`src/uor_pkg.sv`:
```
package uor_pkg;
  // Register addresses on the register access port
  localparam logic [5:0] UOR_ADDR_IFC_CTRL = 6'h07;
  localparam logic [5:0] UOR_ADDR_IFC_SET = 6'h08;
  localparam logic [5:0] UOR_ADDR_IFC_CLR = 6'h09;
  localparam logic [5:0] UOR_ADDR_VID_CTRL = 6'h0A;
  localparam logic [5:0] UOR_ADDR_VID_SET = 6'h0B;
  localparam logic [5:0] UOR_ADDR_VID_CLR = 6'h0C;
  localparam logic [5:0] UOR_ADDR_RISE_EN = 6'h0D;
  // Control field positions
  localparam int UOR_BIT_VALID_SRC = 7;
  localparam int UOR_BIT_SUPPLY_SRC = 6;
  localparam int UOR_BIT_DRIVE = 5;
  localparam int UOR_BIT_CHARGE = 4;
  localparam int UOR_BIT_DISCHARGE = 3;
  localparam int UOR_BIT_DM_PD = 2;
  localparam int UOR_BIT_DP_PD = 1;
  localparam int UOR_BIT_ID_PULL = 0;
  // Event source positions
  localparam int UOR_EV_IDGND = 4;
  localparam int UOR_EV_HOSTDISC = 0;
  localparam int UOR_NUM_EV = 5;
  // Reset values
  localparam logic [7:0] UOR_RST_IFC = 8'h00;
  localparam logic [7:0] UOR_RST_VID = 8'h06;
  localparam logic [4:0] UOR_RST_RISE = 5'h1F;
  localparam logic [7:0] UOR_ZERO8 = 8'h00;
  // ID settle window
  localparam int UOR_CLK_MHZ = 100;
  localparam int UOR_ID_SETTLE_MS = 50;
  localparam int UOR_ID_SETTLE_CYC = UOR_ID_SETTLE_MS * 1000 * UOR_CLK_MHZ;
endpackage

```
`src/uor_regs.sv`:
```
// Functional notes
// - Write one at 0x09 clears interface bit
// - Bit 7 picks comparator or fault pin
// - Bit 6 external supply is stored but drives no output
// - Bit 5 drive request asserts power switch
// - Bit 4 enables resistor charging of VBUS
// - Bit 3 enables resistor discharge of VBUS
// - Bits 2,1 connect line pulldowns, reset one
// - Bit 0 strong pullup and sampling
// - Accessory detect states force strong pullup
// - Write one at 0x0B sets control bit
// - Write one at 0x0C clears control bit
// - Enabled rising edges raise events, reset one
// - Enable bits 4..0 mapped, 7..5 zero
// - Id events masked off and 50ms after
// - Disconnect events only in host mode
module uor_regs #(
  parameter int ID_SETTLE_CYC = uor_pkg::UOR_ID_SETTLE_CYC
) (
  input wire logic clock_in,
  input wire logic rstn_in,
  input wire logic reg_wr_in,
  input wire logic reg_rd_in,
  input wire logic [5:0] reg_addr_in,
  input wire logic [7:0] reg_wdata_in,
  output logic [7:0] reg_rdata_out,
  input wire logic fault_in,
  input wire logic vbus_valid_cmp_in,
  input wire logic id_weak_sample_enable_in,
  input wire logic accessory_charger_detect_en_in,
  input wire logic accessory_detect_state_in,
  input wire logic accessory_setup_state_in,
  input wire logic [uor_pkg::UOR_NUM_EV-1:0] event_src_in,
  output logic [7:0] interface_control_out,
  output logic vbus_valid_out,
  output logic power_switch_output_out,
  output logic vbus_charge_enable_out,
  output logic vbus_discharge_enable_out,
  output logic minus_line_pulldown_en_out,
  output logic plus_line_pulldown_en_out,
  output logic id_strong_resistor_out,
  output logic id_weak_resistor_out,
  output logic id_sample_out,
  output logic [uor_pkg::UOR_NUM_EV-1:0] rise_event_out
);
  import uor_pkg::*;

  logic [7:0] ifc_r;
  logic [7:0] vid_r;
  logic [4:0] rise_en_r;
  logic [4:0] src_d_r;
  logic [31:0] settle_cnt_r;
  logic id_masked;
  logic host_mode;

  // ----------------------------------------
  // Register storage
  // ----------------------------------------
  // Each alias updates the one base flop, so effect lands in the same write
  always_ff @(posedge clock_in)
  begin
    if (!rstn_in)
      ifc_r <= UOR_RST_IFC;
    else if (reg_wr_in && reg_addr_in == UOR_ADDR_IFC_CTRL)
      ifc_r <= reg_wdata_in;
    else if (reg_wr_in && reg_addr_in == UOR_ADDR_IFC_SET)
      ifc_r <= ifc_r | reg_wdata_in;
    else if (reg_wr_in && reg_addr_in == UOR_ADDR_IFC_CLR)
      ifc_r <= ifc_r & ~reg_wdata_in;
  end

  // Control register with set and clear aliases
  always_ff @(posedge clock_in)
  begin
    if (!rstn_in)
      vid_r <= UOR_RST_VID;
    else if (reg_wr_in && reg_addr_in == UOR_ADDR_VID_CTRL)
      vid_r <= reg_wdata_in;
    else if (reg_wr_in && reg_addr_in == UOR_ADDR_VID_SET)
      vid_r <= vid_r | reg_wdata_in;
    else if (reg_wr_in && reg_addr_in == UOR_ADDR_VID_CLR)
      vid_r <= vid_r & ~reg_wdata_in;
  end

  // Rising enables; reserved upper bits are not stored
  always_ff @(posedge clock_in)
  begin
    if (!rstn_in)
      rise_en_r <= UOR_RST_RISE;
    else if (reg_wr_in && reg_addr_in == UOR_ADDR_RISE_EN)
      rise_en_r <= reg_wdata_in[UOR_NUM_EV-1:0];
  end

  // ----------------------------------------
  // Read path
  // ----------------------------------------
  // Data registered one cycle after the read strobe; unmapped reads zero
  always_ff @(posedge clock_in)
  begin
    if (!rstn_in)
      reg_rdata_out <= UOR_ZERO8;
    else if (reg_rd_in)
    begin
      case (reg_addr_in)
        UOR_ADDR_IFC_CTRL, UOR_ADDR_IFC_SET, UOR_ADDR_IFC_CLR: reg_rdata_out <= ifc_r;
        UOR_ADDR_VID_CTRL, UOR_ADDR_VID_SET, UOR_ADDR_VID_CLR: reg_rdata_out <= vid_r;
        UOR_ADDR_RISE_EN: reg_rdata_out <= {3'h0, rise_en_r};
        default: reg_rdata_out <= UOR_ZERO8;
      endcase
    end
  end

  // ----------------------------------------
  // VBUS and line control outputs
  // ----------------------------------------
  // Internal pump is absent, so only the drive bit matters for the switch
  always_ff @(posedge clock_in)
  begin
    if (!rstn_in)
    begin
      interface_control_out <= UOR_RST_IFC;
      vbus_valid_out <= 1'b0;
      power_switch_output_out <= 1'b0;
      vbus_charge_enable_out <= 1'b0;
      vbus_discharge_enable_out <= 1'b0;
      minus_line_pulldown_en_out <= UOR_RST_VID[UOR_BIT_DM_PD];
      plus_line_pulldown_en_out <= UOR_RST_VID[UOR_BIT_DP_PD];
    end
    else
    begin
      interface_control_out <= ifc_r;
      vbus_valid_out <= vid_r[UOR_BIT_VALID_SRC] ? fault_in : vbus_valid_cmp_in;
      power_switch_output_out <= vid_r[UOR_BIT_DRIVE];
      vbus_charge_enable_out <= vid_r[UOR_BIT_CHARGE];
      vbus_discharge_enable_out <= vid_r[UOR_BIT_DISCHARGE];
      minus_line_pulldown_en_out <= vid_r[UOR_BIT_DM_PD];
      plus_line_pulldown_en_out <= vid_r[UOR_BIT_DP_PD];
    end
  end

  // ID pullups; accessory states force the strong pullup, weak pullup still follows the control bit
  always_ff @(posedge clock_in)
  begin
    if (!rstn_in)
    begin
      id_strong_resistor_out <= UOR_RST_VID[UOR_BIT_ID_PULL];
      id_weak_resistor_out <= !UOR_RST_VID[UOR_BIT_ID_PULL];
      id_sample_out <= 1'b0;
    end
    else
    begin
      id_strong_resistor_out <= vid_r[UOR_BIT_ID_PULL] || (accessory_charger_detect_en_in &&
        (accessory_detect_state_in || accessory_setup_state_in));
      id_weak_resistor_out <= !vid_r[UOR_BIT_ID_PULL];
      id_sample_out <= vid_r[UOR_BIT_ID_PULL] || id_weak_sample_enable_in;
    end
  end

  // ----------------------------------------
  // Event generation
  // ----------------------------------------
  // Settle counter restarts whenever the pullup bit is low
  always_ff @(posedge clock_in)
  begin
    if (!rstn_in || !vid_r[UOR_BIT_ID_PULL])
      settle_cnt_r <= 32'h0;
    else if (settle_cnt_r < 32'(ID_SETTLE_CYC))
      settle_cnt_r <= settle_cnt_r + 32'h1;
  end

  assign id_masked = !vid_r[UOR_BIT_ID_PULL] || (settle_cnt_r < 32'(ID_SETTLE_CYC));
  assign host_mode = vid_r[UOR_BIT_DM_PD] && vid_r[UOR_BIT_DP_PD];

  // Delayed source copy for edge detect
  // Tracks the pins through reset too, so a source already high is no false edge
  always_ff @(posedge clock_in)
  begin
    src_d_r <= event_src_in;
  end

  // One flop per source; pulses last one cycle
  for (genvar g = 0; g < UOR_NUM_EV; g++)
  begin : g_ev
    logic gate;
    if (g == UOR_EV_IDGND)
    begin : g_id
      assign gate = !id_masked;
    end
    else if (g == UOR_EV_HOSTDISC)
    begin : g_hd
      assign gate = host_mode;
    end
    else
    begin : g_pl
      assign gate = 1'b1;
    end
    always_ff @(posedge clock_in)
    begin
      if (!rstn_in)
        rise_event_out[g] <= 1'b0;
      else
        rise_event_out[g] <= rise_en_r[g] && gate && event_src_in[g] && !src_d_r[g];
    end
  end
endmodule // uor_regs

```
`config.mk`:
```
export PLATFORM = sky130hd
export DESIGN_NAME = uor_regs
export DESIGN_NICKNAME = d
export VERILOG_FILES = /design/src/uor_pkg.sv /design/src/uor_regs.sv
export SDC_FILE = /design/constraint.sdc
export NUM_CORES = 1
export LEC_CHECK = 0
export ABC_CLOCK_PERIOD_IN_PS = 2350
export BUFFER_PORTS_ARGS = -buffer_cell sky130_fd_sc_hd__buf_4
export CAP_MARGIN = 20
export CORE_ASPECT_RATIO = 1.75
export CORE_UTILIZATION = 35
export DETAILED_ROUTE_END_ITERATION = 12
export GPL_ROUTABILITY_DRIVEN = 0
export PLACE_DENSITY = 0.58
export SYNTH_ARGS = -nofsm -noshare
export SYNTH_HDL_FRONTEND = slang
export SYNTH_SLANG_ARGS = --single-unit
```
`constraint.sdc`:
```
create_clock -name clock_in -period 2.35 [get_ports clock_in]
set_clock_uncertainty 0.1 [all_clocks]
set_input_delay 0.235 -clock clock_in [delete_from_list [all_inputs] [get_ports clock_in]]
set_output_delay 0.235 -clock clock_in [all_outputs]
set_load 0.01 [all_outputs]
```
-- Word-level counts from Yosys, hierarchy flattened
Cells that the tools add are included.
- order comparisons: 1
- $add $sub $neg: 1
- muxes and demuxes: 8
- reductions and logical operators: 38
- equality and inequality tests: 7
- bitwise gates (word level): 5
- operators by type and width (kind ; count):
    $mux 8 ; 6
    $eq 6x4->1 const B ; 6
    $add 32x1->32 const B ; 1
    $lt 32x23->1 const B ; 1
    $pmux 8 s3 ; 1
    $logic_and 1x1->1 ; 21
    $and 8x8->8 ; 2
    $or 8x8->8 ; 2
    $logic_not 1->1 ; 8
    $not 8->8 ; 1
    $eq 6x3->1 const B ; 1
    $reduce_bool 3->1 ; 2
    $reduce_or 3->1 ; 2
    $logic_or 1x1->1 ; 5
    $mux 1 ; 1
- output and inout bits: 30
- flip-flop bits (word level): 88

-- Depth between registers and ports, before layout
- word-level depth: 6
- mapped depth: 7
- depth with buffers taken out: 6

-- Least setup slack after synthesis
Ideal clock, no wire load.
- path kind: register -> register
- start: register settle_cnt_r[27]
- end: register settle_cnt_r[3]
- cell stages (with the launch flop): 6
- required time: 2.180 ns
- buffers on the path: 0
- setup time: 0.070 ns
- clock period less this slack: 2.140 ns
- data arrival time: 1.971 ns
- path slack: 0.210 ns
- cell sequence: dfxtp_1 > or4_4 > nor4_4 > nand2_4 > or4_1 > a21oi_1
- word-level cells in the longest chain between the ends: 1
- ends and longest elaborated chain (element ; RTL line ; text):
    start: declaration ; uor_regs.sv:52 ; logic [31:0] settle_cnt_r;
    start signal: assignment ; uor_regs.sv:168 ; settle_cnt_r <= settle_cnt_r + 32'h1;
    $lt 32x23->1 ; uor_regs.sv:167 ; else if (settle_cnt_r < 32'(ID_SETTLE_CYC))
Every way passes these cells.
A chain may end at the register's enable or synchronous reset.

-- Worst setup path in the final report
- start: register settle_cnt_r[27]
- end: register settle_cnt_r[17]
The elaborated chain is that of the path after synthesis.

==> qor.csv <==
metric,value,unit
status,"finished, final reports clean",
post-cts-setup-buffer-count,0,
swShare,22.9,%
core_area,9970,um^2
power.leakage,1.74,nW
rsz0062_at_grt,no,
yosysSeqAreaShare,48.6,%
synthMostInstantiatedCell,dfxtp_1,
vias,3262,
reg2reg_from,settle_cnt_r[27],
worst-endpoint-required,2520,ps
power_switching,0.684,mW
syn_inst,402,
whs_path_depth,3,
synth_area,3630,um^2
synth.top_cell.area_share,48.6,%
synth-seq-cells,88,
vias_per_cell,5.45,
p_int,2.30,mW
vdd_drop_max,0.455,mV
drive_above_1_share,20.3,%
cts_tree,done,
htreeDepth,3,
power_frac_comb,4.3,%
hold_path_class,in -> reg,
p_seq_share,50.6,%
path_max_fanout,14,
synth_cell_types,46,
synth.area.top_cells,"dfxtp_1 49%, nand2_1 4.1%, o21ai_0 4.0%",
fmax,451,MHz
layout_min_cycle_time,2220,ps
initial_core_util,36.4,%
crit_type,reg -> reg,
final_nets,500,
clock_sinks,88,
grt_max_degree,60,
clkSlewWorstSetupHoldPaths,60,ps
dieHeight,137,um
fin_cells,599,
dr.pass1.iters,5,
synth_edf_count,0,
drt_iter0_markers,170,
r2r_cells,5,
hpwlAfterDp,6590,um
grtUsageTotal,18.3,%
async_flop_share,0,%
worst_pin_slew,613,ps
overflow,0,
finalMaxSlewViolations,0,
yosys_warnings,0,
finalSetupTns,0,ps
grt_pass1_wl,15100,um
wl_per_cell,15.6,um
synthesis.nets,432,
dieArea,10800,um^2
port_buffers,58,
critical_path.endpoint_type,flip-flop,
ios,59,
maxSlewHeadroom,58.8,%
ff2ff_setup_slack,130,ps
drt_wl_total,9320,um
insertion_delay,340,ps
holdCritStartpoint,reg_wdata_in[2],
rows,48,
yosysTopAreaCell,dfxtp_1,
cts_made_buffers,9,
pwr-share-clk,45.1,%
ys_top_cells_by_count,"88 x dfxtp_1, 40 x nand2_1, 29 x o21ai_0, 28 x nor2_1, 24 x nand3_1",
dp_cells,577,
cts_max_path_buffers,2,
die_w,78.9,um
finalSetupViolations,0,
diodes,0,
cp.arrival,2380,ps
ys.flop_type,dfxtp_1,
finalCritPeriodShare,94.3,%
area.growth.synth_to_final,25.2,%
postRouteAntennaNets,0,
antenna_found_initial,0,
syn_area_per_cell,9.02,um^2
first_global_vias,3078,
finish.utilization,45.5,%
reg2reg_to,settle_cnt_r[17],
route.detailed.drc,0,
root_buffer,clkbuf_16,
cap_viol_max_count,0,
hold_violations,0,
p_per_area,657,nW/um^2
start_kind,flip-flop,
layer usage:
| metal | track usage [%] | share of wire, % | routed length, um | up-vias |
|---|---|---|---|---|
| met3 | 3.93 | 4.3 | 404 | 13 |
| li1 | - | - | - | 1614 |
| met2 | 33.5 | 54 | 5060 | 94 |
| met4 | 7.27 | 2.0 | 188 | 0 |
| met1 | 20.1 | 39 | 3670 | 1541 |
| met5 | 0 | 0 | 0 | - |
cells by family (layout without fill, tap and decap cells):
kind of cell | count (synthesis) | after routing | share of synthesized area, %
AO/OA/AOI/OAI | 100 | 100 | 18.2
AND/OR/NAND/NOR | 182 | 183 | 28.3
adder cells (fa/ha/maj) | 1 | 1 | 0.345
flip-flops | 88 | 88 | 48.6
buffers and inverters | 29 | 100 | 4.07
multiplexers | 2 | 2 | 0.552
worst max-delay path by stage:
stage / from / end / slack [ps] / cells past startpoint
4_1_cts: settle_cnt_r[27] / settle_cnt_r[16] / 100 / 5
3_5_place_dp: settle_cnt_r[27] / settle_cnt_r[3] / 110 / 5
2_1_floorplan: settle_cnt_r[27] / settle_cnt_r[3] / 210 / 5
6_report: settle_cnt_r[27] / settle_cnt_r[17] / 130 / 5
5_1_grt: settle_cnt_r[27] / settle_cnt_r[12] / 40 / 5
3_3_place_gp: settle_cnt_r[27] / settle_cnt_r[17] / 160 / 5
layout by cell type, fill, tap and decap left out, types with 3 or more instances in the layout:
cell type / synthesis / layout
and3_1: 9 / 9
buf_4: 0 / 71
a21oi_1: 16 / 16
and4b_1: 6 / 6
and2_1: 17 / 17
nor4_1: 3 / 3
inv_6: 0 / 4
dlygate4sd3_1: 0 / 6
a222oi_1: 5 / 5
clkbuf_16: 0 / 9
or4_1: 12 / 12
nand3b_1: 5 / 5
a22oi_1: 3 / 3
or3_1: 7 / 7
o21ai_0: 29 / 29
o31ai_1: 8 / 8
a21boi_0: 15 / 15
nand3_1: 24 / 24
nand2_1: 40 / 40
o22ai_1: 3 / 3
inv_1: 8 / 8
o211ai_1: 7 / 7
nand4_1: 11 / 11
nor3b_1: 5 / 5
nor3_1: 3 / 3
nor2_1: 28 / 28
dfxtp_1: 88 / 88
o21a_1: 5 / 5
metrics by stage:
| step | setup WS (ps) | area (um^2) | power (mW) | hold WS, ps |
|---|---|---|---|---|
| after global routing | 37.8 | 4540 | 3.09 | 59.8 |
| after CTS | 95.2 | 4530 | 3.02 | 31.8 |
| after global placement | 162 | 4200 | 1.66 | 248 |
| after detailed placement | 107 | 4200 | 1.67 | 252 |
| final | 133 | 4540 | 2.98 | 42.6 |
| after floorplan | 210 | 3630 | 1.59 | 163 |
power by group through the flow:
stage          Clock [mW]  Sequential [mW]  Combinational [mW]
2_1_floorplan           0             1.55              0.0466
5_1_grt              1.44             1.51               0.142
6_report             1.35             1.51               0.129
4_1_cts              1.38             1.51               0.131
3_5_place_dp            0             1.54               0.122
3_3_place_gp            0             1.54               0.120
cell type report:
class | count | area [um^2]
fill | 1023 | 5430
sequential | 88 | 1760
multi-input combinational | 286 | 1720
timing repair buffer | 77 | 593
clock buffer | 9 | 225
tap | 125 | 156
clock inverter | 6 | 51.3
inverter | 8 | 30.0
critical path, cell delays in order (launching register included):
cell and delay [ps]:
dfxtp_1 310, or4_4 540, nor4_4 320, nand2_4 190, or4_1 530, a21oi_1 150
repair_timing:
item | in CTS | in global routing
setup endpoints to repair | 0 | 2
hold endpoints to repair | 6 | 0
hold buffers | 6 | 0
resized for setup | 0 | 0
(Power assumes the default switching activity.)
